`config.mk`:
```
export PLATFORM = sky130hd
export DESIGN_NAME = system_control_status_regs
export DESIGN_NICKNAME = d
export VERILOG_FILES = /design/src/rtl/scsr_pkg.sv /design/src/rtl/signal_sync.sv /design/src/rtl/masked_ctrl_reg.sv /design/src/rtl/system_control_status_regs.sv
export SDC_FILE = /design/constraint.sdc
export NUM_CORES = 1
export LEC_CHECK = 0
export BUFFER_PORTS_ARGS = -buffer_cell sky130_fd_sc_hd__buf_4
export CAP_MARGIN = 20
export CORE_ASPECT_RATIO = 1.2
export CORE_MARGIN = 1.5
export CORE_UTILIZATION = 35
export DETAILED_ROUTE_END_ITERATION = 7
export PLACE_DENSITY = 0.67
export SLEW_MARGIN = 20
export SYNTH_ARGS = -nofsm -noshare
export SYNTH_HDL_FRONTEND = slang
export SYNTH_HIERARCHICAL = 1
export SYNTH_SLANG_ARGS = --single-unit
```
`constraint.sdc`:
```
create_clock -name mclk -period 1.2 [get_ports mclk]
set_clock_uncertainty 0.2 [all_clocks]
set_input_delay 0.12 -clock mclk [delete_from_list [all_inputs] [get_ports mclk]]
set_output_delay 0.12 -clock mclk [all_outputs]
set_load 0.05 [all_outputs]
```
`src/rtl/scsr_pkg.sv`:
```
// Constants, field layouts and carriers for the system control/status bank.
// Assumes a 12-bit byte address on a plain strobe bus with 32-bit data.
package scsr_pkg;

  localparam int ADDR_W = 12;
  localparam int CTRL_COUNT = 7;
  localparam int SYNC_STAGES = 2;

  localparam logic [ADDR_W-1:0] STATUS_OFFSET = 12'h14c;

  // Control register slots
  localparam logic [2:0] IDX_DDR_LP   = 3'h0;
  localparam logic [2:0] IDX_DISPLAY  = 3'h1;
  localparam logic [2:0] IDX_DMA_MODE = 3'h2;
  localparam logic [2:0] IDX_DMA_LO   = 3'h3;
  localparam logic [2:0] IDX_DMA_HI   = 3'h4;
  localparam logic [2:0] IDX_MAC_DLY  = 3'h5;
  localparam logic [2:0] IDX_MAC_CLK  = 3'h6;
  localparam logic [2:0] IDX_NONE     = 3'h7;

  localparam logic [ADDR_W-1:0] CTRL_OFFSET [CTRL_COUNT] =
    '{12'h148, 12'h150, 12'h15c, 12'h160, 12'h164, 12'h168, 12'h16c};
  // Implemented low-half bits; all others read zero
  localparam logic [15:0] CTRL_IMPL [CTRL_COUNT] =
    '{16'h0003, 16'h001f, 16'h0001, 16'hffff, 16'h003f, 16'hffff, 16'h7800};
  localparam logic [15:0] CTRL_RESET [CTRL_COUNT] =
    '{16'h0000, 16'h0000, 16'h0000, 16'h0000, 16'h0010, 16'h0810, 16'h4000};

  localparam int MASK_LSB = 16;

  localparam int DDR_DENY_BIT       = 0;
  localparam int DDR_SELFREF_BIT    = 1;
  localparam int DISP_SRC_BIT       = 0;
  localparam int DISP_FMT_LSB       = 1;
  localparam int DISP_MSB_BIT       = 3;
  localparam int DISP_SHUTDOWN_BIT  = 4;
  localparam int DMA_DIRECT_BIT     = 0;
  localparam int DMA_HI_LSB         = 0;
  localparam int DMA_TYPE_LSB       = 4;
  localparam int DMA_LO_ADDR_LSB    = 12;
  localparam int MAC_TX_VAL_LSB     = 0;
  localparam int MAC_RX_VAL_LSB     = 7;
  localparam int MAC_TX_EN_BIT      = 14;
  localparam int MAC_RX_EN_BIT      = 15;
  localparam int RMII_REF_BIT       = 11;
  localparam int RGMII_CLK_LSB      = 12;
  localparam int RMII_MODE_BIT      = 14;

  localparam int ST_HEADSET   = 31;
  localparam int ST_IDLE_LSB  = 22;
  localparam int ST_ACK_LSB   = 14;
  localparam int ST_HOST_ID   = 13;
  localparam int ST_HOST_LS   = 11;
  localparam int ST_HOST_BSES = 10;
  localparam int ST_HOST_VBUS = 9;
  localparam int ST_OTG_ID    = 8;
  localparam int ST_OTG_LS    = 6;
  localparam int ST_OTG_BSES  = 5;
  localparam int ST_OTG_VBUS  = 4;

  localparam logic [1:0] DMA_TYPE_BURST = 2'h1;

  // Domain order: crypto, msched, system, gpu, video codec, video io, peri, core
  typedef struct packed {
    logic       headset_present;
    logic [7:0] idle_state;
    logic [7:0] idle_ack;
    logic [1:0] host_line_state;
    logic       host_b_session_ok;
    logic       host_bus_power_ok;
    logic       dual_role_id_state;
    logic [1:0] otg_line_state;
    logic       otg_b_session_ok;
    logic       otg_bus_power_ok;
    logic [3:0] pll_lock;
  } status_in_t;

  localparam int STATUS_IN_W = $bits(status_in_t);

  typedef struct packed {
    logic        ddr_selfref_req;
    logic        ddr_lp_deny;
    logic        dsi_shutdown;
    logic        lvds_msb_on_d7;
    logic [1:0]  lvds_format;
    logic        lvds_src_epaper;
    logic        dma_boot_direct;
    logic [31:0] dma_boot_addr;
    logic [1:0]  dma_req_type;
    logic        rx_delay_en;
    logic        tx_delay_en;
    logic [6:0]  rx_delay_value;
    logic [6:0]  tx_delay_value;
    logic        rmii_mode;
    logic [1:0]  rgmii_clk_sel;
    logic        rmii_ref_25m;
  } ctrl_out_t;

  function automatic logic [2:0] ctrl_index(input logic [ADDR_W-1:0] a);
    ctrl_index = IDX_NONE;
    for (int i = 0; i < CTRL_COUNT; i++)
    begin
      if (a == CTRL_OFFSET[i])
        ctrl_index = 3'(i);
    end
  endfunction

  function automatic logic [31:0] pack_status(input status_in_t s);
    pack_status = {s.headset_present, 1'b0, s.idle_state, s.idle_ack, 1'b0,
                   s.host_line_state, s.host_b_session_ok, s.host_bus_power_ok,
                   s.dual_role_id_state, s.otg_line_state, s.otg_b_session_ok,
                   s.otg_bus_power_ok, s.pll_lock};
  endfunction

endpackage

```
`src/rtl/signal_sync.sv`:
```
// Multi-bit level synchroniser for status inputs from other domains.
// Assumes each bit is a slow level; bits are not coherent with each other.
`timescale 1ns/1ns
module signal_sync #(
  parameter int WIDTH  = 30
) (
  input  wire logic             mclk,
  input  wire logic             rstn,
  input  wire logic [WIDTH-1:0] d,
  output logic      [WIDTH-1:0] q
);

  logic [WIDTH-1:0] meta;

  // First stage is read only by the second stage
  always_ff @(posedge mclk or negedge rstn)
  begin
    if (!rstn)
    begin
      meta <= '0;
      q    <= '0;
    end
    else
    begin
      meta <= d;
      q    <= meta;
    end
  end

endmodule

```
`src/rtl/masked_ctrl_reg.sv`:
```
// One control register with a per-bit write mask in the upper half.
// Assumes wr_en is a one-cycle strobe already qualified by address.
`timescale 1ns/1ns
module masked_ctrl_reg #(
  parameter logic [15:0] IMPL  = 16'hffff,
  parameter logic [15:0] RESET = 16'h0000
) (
  input  wire logic        mclk,
  input  wire logic        rstn,
  input  wire logic        wr_en,
  input  wire logic [31:0] wdata,
  output logic      [15:0] q
);

  logic [15:0] lane_en;
  logic [15:0] next_q;

  always_comb
  begin
    lane_en = wdata[31:16] & IMPL;
    next_q  = (q & ~lane_en) | (wdata[15:0] & lane_en);
  end

  always_ff @(posedge mclk or negedge rstn)
  begin
    if (!rstn)
      q <= RESET & IMPL;
    else if (wr_en)
      q <= next_q;
  end

endmodule

```
`src/rtl/system_control_status_regs.sv`:
```
// System control and status register bank with write-masked controls.
// Assumes a single-cycle strobe master on mclk; status inputs may be async.
//
// Overview of operation
// - Upper half bits enable lower bit writes
// - Masked-off lower bits keep their value
// - DDR bit 1 drives self-refresh request
// - DDR bit 0 denies hardware low power
// - Status bit 31 shows headset present
// - Status 29:22 show eight domain idle states
// - Status 21:14 show eight idle acknowledges
// - Status bit 13 always reads zero
// - Line state fields encode SE1, K, J, SE0
// - Line state follows receiver levels
// - Bits 10 and 5 show B-session valid
// - Bits 9 and 4 show VBUS valid
// - Bit 8 shows dual-role ID pin
// - Bits 3:0 show four PLL locks
// - Display 2:1 selects LVDS output format
// - Display bit 0 selects e-paper source
// - DMA bit 0 selects direct boot
// - DMA boot address from two fields
// - DMA 5:4 request type, resets burst
// - MAC delay enables and values, reset 0x10
// - MAC clock select and RMII mode
// - MAC bit 11 selects RMII reference
`timescale 1ns/1ns
module system_control_status_regs (
  input  wire logic                         mclk,
  input  wire logic                         rstn,
  input  wire logic [scsr_pkg::ADDR_W-1:0]  addr,
  input  wire logic [31:0]                  wdata,
  input  wire logic                         wr,
  input  wire logic                         rd,
  output logic      [31:0]                  rdata,
  input  wire scsr_pkg::status_in_t         status_in,
  output scsr_pkg::ctrl_out_t               ctrl_out
);

  logic [15:0]                    ctrl_q [scsr_pkg::CTRL_COUNT];
  logic [2:0]                     sel;
  logic [scsr_pkg::STATUS_IN_W-1:0] status_raw;
  scsr_pkg::status_in_t           status_sync;
  logic [31:0]                    status_word;
  logic [31:0]                    next_rdata;

  // Address decode shared by reads and writes
  assign sel = scsr_pkg::ctrl_index(addr);

  genvar g;
  generate
    for (g = 0; g < scsr_pkg::CTRL_COUNT; g++)
    begin : g_ctrl
      masked_ctrl_reg #(
        .IMPL  (scsr_pkg::CTRL_IMPL[g]),
        .RESET (scsr_pkg::CTRL_RESET[g])
      ) u_reg (
        .mclk  (mclk),
        .rstn  (rstn),
        .wr_en (wr && (sel == 3'(g))),
        .wdata (wdata),
        .q     (ctrl_q[g])
      );
    end
  endgenerate

  // Status comes from other blocks and clocks, so every bit is resynchronised.
  // Line state is therefore two cycles behind the receivers, not combinational.
  assign status_raw = status_in;

  signal_sync #(
    .WIDTH (scsr_pkg::STATUS_IN_W)
  ) u_status_sync (
    .mclk  (mclk),
    .rstn  (rstn),
    .d     (status_raw),
    .q     (status_sync)
  );

  assign status_word = scsr_pkg::pack_status(status_sync);

  // Read data stand for exactly one cycle after the strobe
  always_comb
  begin
    next_rdata = 32'h0000_0000;
    if (rd)
    begin
      if (addr == scsr_pkg::STATUS_OFFSET)
        next_rdata = status_word;
      else if (sel != scsr_pkg::IDX_NONE)
        next_rdata = {16'h0000, ctrl_q[sel]};
    end
  end

  always_ff @(posedge mclk or negedge rstn)
  begin
    if (!rstn)
      rdata <= 32'h0000_0000;
    else
      rdata <= next_rdata;
  end

  // Outputs are plain register bits, no logic after the flops
  always_comb
  begin
    ctrl_out.ddr_selfref_req =
      ctrl_q[scsr_pkg::IDX_DDR_LP][scsr_pkg::DDR_SELFREF_BIT];
    ctrl_out.ddr_lp_deny     =
      ctrl_q[scsr_pkg::IDX_DDR_LP][scsr_pkg::DDR_DENY_BIT];
    ctrl_out.dsi_shutdown    =
      ctrl_q[scsr_pkg::IDX_DISPLAY][scsr_pkg::DISP_SHUTDOWN_BIT];
    ctrl_out.lvds_msb_on_d7  =
      ctrl_q[scsr_pkg::IDX_DISPLAY][scsr_pkg::DISP_MSB_BIT];
    ctrl_out.lvds_format     =
      ctrl_q[scsr_pkg::IDX_DISPLAY][scsr_pkg::DISP_FMT_LSB +: 2];
    ctrl_out.lvds_src_epaper =
      ctrl_q[scsr_pkg::IDX_DISPLAY][scsr_pkg::DISP_SRC_BIT];
    ctrl_out.dma_boot_direct =
      ctrl_q[scsr_pkg::IDX_DMA_MODE][scsr_pkg::DMA_DIRECT_BIT];
    // Low twelve address bits are zero: boot code is 4 KiB aligned
    ctrl_out.dma_boot_addr   = {ctrl_q[scsr_pkg::IDX_DMA_HI][scsr_pkg::DMA_HI_LSB +: 4],
                                ctrl_q[scsr_pkg::IDX_DMA_LO],
                                12'h000};
    ctrl_out.dma_req_type    =
      ctrl_q[scsr_pkg::IDX_DMA_HI][scsr_pkg::DMA_TYPE_LSB +: 2];
    ctrl_out.rx_delay_en     =
      ctrl_q[scsr_pkg::IDX_MAC_DLY][scsr_pkg::MAC_RX_EN_BIT];
    ctrl_out.tx_delay_en     =
      ctrl_q[scsr_pkg::IDX_MAC_DLY][scsr_pkg::MAC_TX_EN_BIT];
    ctrl_out.rx_delay_value  =
      ctrl_q[scsr_pkg::IDX_MAC_DLY][scsr_pkg::MAC_RX_VAL_LSB +: 7];
    ctrl_out.tx_delay_value  =
      ctrl_q[scsr_pkg::IDX_MAC_DLY][scsr_pkg::MAC_TX_VAL_LSB +: 7];
    ctrl_out.rmii_mode       =
      ctrl_q[scsr_pkg::IDX_MAC_CLK][scsr_pkg::RMII_MODE_BIT];
    ctrl_out.rgmii_clk_sel   =
      ctrl_q[scsr_pkg::IDX_MAC_CLK][scsr_pkg::RGMII_CLK_LSB +: 2];
    ctrl_out.rmii_ref_25m    =
      ctrl_q[scsr_pkg::IDX_MAC_CLK][scsr_pkg::RMII_REF_BIT];
  end

  // Checks against the documented behaviour

  logic [2:0] rst_age;

  always_ff @(posedge mclk or negedge rstn)
  begin
    if (!rstn)
      rst_age <= 3'h0;
    else if (rst_age != 3'h7)
      rst_age <= rst_age + 3'h1;
  end

  a_mask_write_takes: assert property (
    @(posedge mclk) disable iff (!rstn)
    (wr && addr == scsr_pkg::CTRL_OFFSET[1] && wdata[scsr_pkg::MASK_LSB])
    |=> (ctrl_out.lvds_src_epaper == $past(wdata[0])))
    else $error("masked display write did not take");

  a_mask_block_hold: assert property (
    @(posedge mclk) disable iff (!rstn)
    (wr && addr == scsr_pkg::CTRL_OFFSET[6] && !wdata[30])
    |=> $stable(ctrl_out.rmii_mode))
    else $error("unmasked rmii bit changed");

  a_selfref_follow: assert property (
    @(posedge mclk) disable iff (!rstn)
    (wr && addr == scsr_pkg::CTRL_OFFSET[0] && wdata[17])
    |=> ctrl_out.ddr_selfref_req == $past(wdata[1])
        ##1 (ctrl_out.ddr_selfref_req == $past(ctrl_out.ddr_selfref_req)
             || $past(wr)))
    else $error("self-refresh request not following write");

  a_deny_reset_low: assert property (
    @(posedge mclk) disable iff (!rstn)
    (rst_age == 3'h0) |-> (!ctrl_out.ddr_lp_deny && !ctrl_out.ddr_selfref_req))
    else $error("ddr low power bits not zero after reset");

  a_status_headset: assert property (
    @(posedge mclk) disable iff (!rstn)
    (rd && addr == scsr_pkg::STATUS_OFFSET)
    |=> rdata[scsr_pkg::ST_HEADSET] == $past(status_sync.headset_present))
    else $error("headset flag misread");

  a_status_idle_map: assert property (
    @(posedge mclk) disable iff (!rstn)
    (rd && addr == scsr_pkg::STATUS_OFFSET)
    |=> (rdata[scsr_pkg::ST_IDLE_LSB +: 8] == $past(status_sync.idle_state))
        && (rdata[scsr_pkg::ST_ACK_LSB +: 8] == $past(status_sync.idle_ack)))
    else $error("idle state or acknowledge misplaced");

  a_status_host_id: assert property (
    @(posedge mclk) disable iff (!rstn)
    (rd && addr == scsr_pkg::STATUS_OFFSET)
    |=> (!rdata[scsr_pkg::ST_HOST_ID] && !rdata[30]))
    else $error("fixed-zero status bits read as one");

  a_status_line: assert property (
    @(posedge mclk) disable iff (!rstn)
    (rd && addr == scsr_pkg::STATUS_OFFSET && rst_age == 3'h7)
    |=> rdata[scsr_pkg::ST_HOST_LS +: 2] == $past(status_in.host_line_state, 3))
    else $error("host line state not following receivers");

  a_status_usb: assert property (
    @(posedge mclk) disable iff (!rstn)
    (rd && addr == scsr_pkg::STATUS_OFFSET)
    |=> (rdata[scsr_pkg::ST_HOST_BSES] == $past(status_sync.host_b_session_ok))
        && (rdata[scsr_pkg::ST_OTG_VBUS] == $past(status_sync.otg_bus_power_ok))
        && (rdata[scsr_pkg::ST_OTG_ID] == $past(status_sync.dual_role_id_state)))
    else $error("usb session flags misplaced");

  a_status_pll: assert property (
    @(posedge mclk) disable iff (!rstn)
    (rd && addr == scsr_pkg::STATUS_OFFSET)
    |=> rdata[3:0] == $past(status_sync.pll_lock))
    else $error("pll lock flags misread");

  a_display_fields: assert property (
    @(posedge mclk) disable iff (!rstn)
    (wr && addr == scsr_pkg::CTRL_OFFSET[1] && wdata[20:17] == 4'hf)
    |=> (ctrl_out.dsi_shutdown == $past(wdata[4]))
        && (ctrl_out.lvds_msb_on_d7 == $past(wdata[3]))
        && (ctrl_out.lvds_format == $past(wdata[2:1])))
    else $error("display fields not written");

  a_dma_direct: assert property (
    @(posedge mclk) disable iff (!rstn)
    (wr && addr == scsr_pkg::CTRL_OFFSET[2] && wdata[16])
    |=> ctrl_out.dma_boot_direct == $past(wdata[0]))
    else $error("dma boot mode not written");

  a_boot_addr_form: assert property (
    @(posedge mclk) disable iff (!rstn)
    (wr && addr == scsr_pkg::CTRL_OFFSET[3] && wdata[31:16] == 16'hffff)
    |=> (ctrl_out.dma_boot_addr[27:12] == $past(wdata[15:0]))
        && (ctrl_out.dma_boot_addr[11:0] == 12'h000)
        && $stable(ctrl_out.dma_boot_addr[31:28]))
    else $error("boot address low field misplaced");

  a_req_type_reset: assert property (
    @(posedge mclk) disable iff (!rstn)
    (rst_age == 3'h0)
    |-> (ctrl_out.dma_req_type == scsr_pkg::DMA_TYPE_BURST)
        && (ctrl_out.rx_delay_value == 7'h10) && (ctrl_out.tx_delay_value == 7'h10)
        && ctrl_out.rmii_mode && (ctrl_out.rgmii_clk_sel == 2'h0))
    else $error("reset values wrong");

  a_mac_clock_write: assert property (
    @(posedge mclk) disable iff (!rstn)
    (wr && addr == scsr_pkg::CTRL_OFFSET[6] && wdata[29:27] == 3'h7)
    |=> (ctrl_out.rgmii_clk_sel == $past(wdata[13:12]))
        && (ctrl_out.rmii_ref_25m == $past(wdata[11])))
    else $error("mac clock fields not written");

  a_mask_reads_zero: assert property (
    @(posedge mclk) disable iff (!rstn)
    (rd && addr != scsr_pkg::STATUS_OFFSET) |=> rdata[31:16] == 16'h0000)
    else $error("mask half read back nonzero");

  a_status_write_nop: assert property (
    @(posedge mclk) disable iff (!rstn)
    (wr && addr == scsr_pkg::STATUS_OFFSET) |=> $stable(ctrl_out))
    else $error("status write changed a control");

  a_rdata_one_cycle: assert property (
    @(posedge mclk) disable iff (!rstn)
    !rd |=> rdata == 32'h0000_0000)
    else $error("read data outside its cycle");

  a_deny_write: assert property (
    @(posedge mclk) disable iff (!rstn)
    (wr && addr == scsr_pkg::CTRL_OFFSET[0] && wdata[16])
    |=> ctrl_out.ddr_lp_deny == $past(wdata[0]))
    else $error("low power deny bit not written");

  a_src_mask_hold: assert property (
    @(posedge mclk) disable iff (!rstn)
    (wr && addr == scsr_pkg::CTRL_OFFSET[1] && !wdata[16])
    |=> $stable(ctrl_out.lvds_src_epaper))
    else $error("unmasked display source bit changed");

  a_delay_write: assert property (
    @(posedge mclk) disable iff (!rstn)
    (wr && addr == scsr_pkg::CTRL_OFFSET[5] && wdata[31:16] == 16'hffff)
    |=> (ctrl_out.rx_delay_en == $past(wdata[15]))
        && (ctrl_out.tx_delay_en == $past(wdata[14]))
        && (ctrl_out.rx_delay_value == $past(wdata[13:7]))
        && (ctrl_out.tx_delay_value == $past(wdata[6:0])))
    else $error("mac delay fields not written");

  a_req_type_write: assert property (
    @(posedge mclk) disable iff (!rstn)
    (wr && addr == scsr_pkg::CTRL_OFFSET[4] && wdata[21:20] == 2'h3)
    |=> ctrl_out.dma_req_type == $past(wdata[5:4]))
    else $error("dma request type not written");

  a_boot_addr_high: assert property (
    @(posedge mclk) disable iff (!rstn)
    (wr && addr == scsr_pkg::CTRL_OFFSET[4] && wdata[19:16] == 4'hf)
    |=> (ctrl_out.dma_boot_addr[31:28] == $past(wdata[3:0]))
        && $stable(ctrl_out.dma_boot_addr[27:0]))
    else $error("boot address high field misplaced");

  a_rmii_mode_write: assert property (
    @(posedge mclk) disable iff (!rstn)
    (wr && addr == scsr_pkg::CTRL_OFFSET[6] && wdata[30])
    |=> ctrl_out.rmii_mode == $past(wdata[14]))
    else $error("rmii mode bit not written");

  a_status_usb_rest: assert property (
    @(posedge mclk) disable iff (!rstn)
    (rd && addr == scsr_pkg::STATUS_OFFSET)
    |=> (rdata[scsr_pkg::ST_HOST_VBUS] == $past(status_sync.host_bus_power_ok))
        && (rdata[scsr_pkg::ST_OTG_BSES] == $past(status_sync.otg_b_session_ok)))
    else $error("usb power flags misplaced");

  a_status_otg_line: assert property (
    @(posedge mclk) disable iff (!rstn)
    (rd && addr == scsr_pkg::STATUS_OFFSET && rst_age == 3'h7)
    |=> rdata[scsr_pkg::ST_OTG_LS +: 2] == $past(status_in.otg_line_state, 3))
    else $error("otg line state not following receivers");

  a_unmapped_read_zero: assert property (
    @(posedge mclk) disable iff (!rstn)
    (rd && addr != scsr_pkg::STATUS_OFFSET && sel == scsr_pkg::IDX_NONE)
    |=> rdata == 32'h0000_0000)
    else $error("unmapped read returned data");

  a_fixed_reset_zero: assert property (
    @(posedge mclk) disable iff (!rstn)
    (rst_age == 3'h0)
    |-> !ctrl_out.dsi_shutdown && !ctrl_out.lvds_msb_on_d7
        && (ctrl_out.lvds_format == 2'h0) && !ctrl_out.lvds_src_epaper
        && !ctrl_out.dma_boot_direct && (ctrl_out.dma_boot_addr == 32'h0000_0000)
        && !ctrl_out.rx_delay_en && !ctrl_out.tx_delay_en && !ctrl_out.rmii_ref_25m)
    else $error("zero-reset controls not zero after reset");

  a_delay_mask_hold: assert property (
    @(posedge mclk) disable iff (!rstn)
    (wr && addr == scsr_pkg::CTRL_OFFSET[5] && !wdata[31])
    |=> $stable(ctrl_out.rx_delay_en))
    else $error("unmasked rx delay enable changed");

endmodule

```
==> summary.txt <==
Final layout
  – Number of diodes: 0
  – Design area: 12000 sq um
  – Number of nets in the layout: 1032
  – Final core utilization: 63.4%
  – Fill cells: 1383
  – Layout cells sized above 1: 58.0%
  – Area growth, synth to finish: 76.3%

Critical path
  – Type of origin of the critical path: input port
  – WS Path Type: input port to flop
  – R2R Setup Slk: -0.25 ns
  – CP required: 1.30 ns
  – Worst-path cell chain: buf_8 -> and3b_2 -> a31o_4 -> or3_4 -> buf_6 -> nor2_4 -> buf_6 -> nand2_2 -> mux2_4
  – Slowest stage delay, CP: 0.41 ns
  – Worst path slowest cell: or3_4
  – Worst Setup End Kind: flop
  – R2R Path End: rdata[0]
  – Worst Path Arrival: 1.86 ns
  – R2R depth: 6
  – Max FO, Critical Path: 6
  – Most frequent CP cell: buf_6

Clocking
  – H-tree Lvls: 4
  – # hold bufs at CTS: 63
  – CTS sink count: 141
  – Num CTS Buffers: 17
  – Clk buf depth: 2
  – CTS tree: built
  – Worst-path clk slew: 0.06 ns
  – CTS root buffer: clkbuf_16
  – Skew-Pair Late Insertion Delay: 0.42 ns

Global routing
  – Largest net degree at the start of global routing: 46
  – GRT Util Overall: 22.2%
  – Global-route wire length before repair: 33.3 mm
  – Vias in the first global route: 6136
  – Grt total ovfl: 0
  – Antenna violations before repair: 0

Detailed routing
  – Top Metal Used: met4
  – DRC: 0
  – DR iter-0 viols: 255
  – DRT met1 WL: 8.41 mm
  – Via count: 5810
  – Metal3 WL: 1.19 mm
  – Total routed wirelength: 22.8 mm
  – Drt first pass iters: 6
  – Met2 Routed Length: 12.2 mm
  – Final ANT Viol Nets: 0
  – Vias per cell: 4.75
  – Wire length per cell: 18.6 microns

Yosys
  – Yosys warns: 6
  – Primary FF master, synth: dfrtp_1
  – Yosys cell types: 67
  – Synth Instances: 572
  – Asr flop ratio synth: 100%
  – Sequential cell area fraction in the yosys report: 51.7%
  – Mean post-synth cell area: 11.9 sq um
  – Post-Syn Area: 6830 sq um
  – Seq cells post-synth: 141
  – Post-synth EDFFs: 0

Floorplan
  – Core ar.: 19000 sq um
  – Num rows: 55
  – IO Pins: 172
  – Die width: 131 microns
  – Initial core utilization: 36.0%
  – Die Y: 156 microns
  – Die Area: 20400 sq um

Placement
  – DP Area: 8760 sq um
  – Post-DP HPWL: 13.6 mm
  – Port Buffers: 158
  – DP Worst Slack: -1.01 ns
  – GPL Wtd Cong: 0.831

STA
  – Slew Viols, Final: 0
  – Hold slack: -0.0564 ns
  – RSZ-0062 raised after global routing: true
  – Fmax: 0.569 GHz
  – Final Hold Viols: 20
  – Minimum clock period after layout: 1.76 ns
  – Fin worst setup slack: -0.557 ns
  – Final setup fails: 162
  – Final worst-path cycle share: 146%

Power
  – Power Density: 993 nW/um^2
  – Total power: 0.0119 W
  – Peak supply drop: 1.13 mV
  – Pleak: 5.78 nW

Outcome
  – Failing checks: hold timing, setup timing
  – Outcome: complete, but fails checks

Min path
  – Worst min-delay path class: input port to asynchronous set/reset pin

Job
  – Max-cap violation count: 0
==> cell type report <==
class	count	area (sq um)	area share, %
clock inverter	10	163	1.35
clock buffer	22	464	3.86
inverter	3	11.3	0.0935
tap	256	320	2.66
timing repair buffer	397	4010	33.3
sequential	141	3540	29.4
multi-input combinational	394	3530	29.3
==> layer usage <==
metal,GRT usage [%],vias to the layer above
met5,0,-
met4,11.0,0
met3,6.45,66
met2,38.5,203
met1,24.5,2896
li1,-,2645
==> what timing repair did <==
item | CTS | global route
setup buffers | 68 | 24
gates resized for setup | 237 | 82
gates cloned | 7 | 3
setup endpoints to repair | 162 | 162
pin swaps | 29 | 40
hold endpoints to repair | 221 | 20
==> cells by family (layout without fill, tap and decap cells) <==
group | after synthesis | after routing | share of synthesized area (%)
and+or+nand+nor | 159 | 159 | 12.9
buffers and inverters | 106 | 432 | 11.2
DFF | 141 | 141 | 51.7
xor gates and xnor gates | 3 | 3 | 0.605
muxes | 56 | 56 | 11.3
other | 6 | 75 | 0.330
AOI/OAI and AO/OA | 101 | 101 | 11.8
==> power breakdown <==
part | internal [W] | switching [W]
Combinational | 0.000681 | 0.000733
Clock | 0.00359 | 0.00204
Sequential | 0.00487 | 0.0000354
Total | 0.00914 | 0.00280
==> Yosys cell counts (all sizes together), types with 2 or more instances <==
master     n  share of area [%]
a211oi     7                1.0
a21o       6               0.66
a21oi     12               0.99
a2bb2oi    5               0.64
a32oi      5               0.64
and2      18                1.6
and2b      2               0.26
and4bb     2               0.37
buf       94                 11
clkbuf     9               0.55
conb       6               0.33
dfrtp    137                 50
dfstp      4                1.5
inv        3               0.16
mux2      56                 11
nand2     70                3.9
nand3      8               0.73
nand3b     2               0.22
nor2      23                1.4
nor2b      6               0.55
nor3       2               0.22
nor4       7                1.1
nor4b      2               0.57
o2111ai    4               0.51
o211ai     5               0.55
o21ai     11               0.81
o21bai     2               0.22
o221ai    26                3.3
o22a       6               0.77
o22ai      4               0.37
o31ai      2               0.29
or2        3               0.27
or2b       4               0.44
or3        2               0.18
xnor2      3               0.60
==> placed cells by master, fill, tap and decap left out, types with 21 or more instances in the layout <==
cell           count
nand2_2           23
buf_6            113
buf_8             24
nand2_1           21
mux2_4            39
dfrtp_1          135
conb_1            75
buf_4            178
nand2_4           25
dlygate4sd3_1     63
==> how the worst max path moves through the flow <==
stage               endpoint  slack, ns    start  cells after the start
finish                  flop      -0.56  addr[5]                      9
global route            flop      -0.58  addr[5]                     10
CTS                     flop      -0.50  addr[9]                      9
detailed placement      flop      -1.01  addr[4]                      8
global placement        flop      -0.99  addr[9]                      8
floorplan               flop      -1.02  addr[3]                     10
==> worst max-delay path: cells and delay by family <==
kind	cells	cell delay, ns
AOI/OAI and AO/OA	1	0.22
buffers and inverters	3	0.41
muxes	1	0.29
and+or+nand+nor	4	0.82
==> through the flow <==
stage / hold slack, ns / setup TNS, ns / instances
CTS: -0.0684 / -41.38 / 1209
floorplan: -0.376 / -54.45 / 641
global route: -0.0585 / -47.96 / 1223
detailed placement: -0.183 / -70.06 / 1041
finish: -0.0564 / -43.57 / 1223
global placement: -0.181 / -68.37 / 1041
Power figures use the tool's default switching activity.
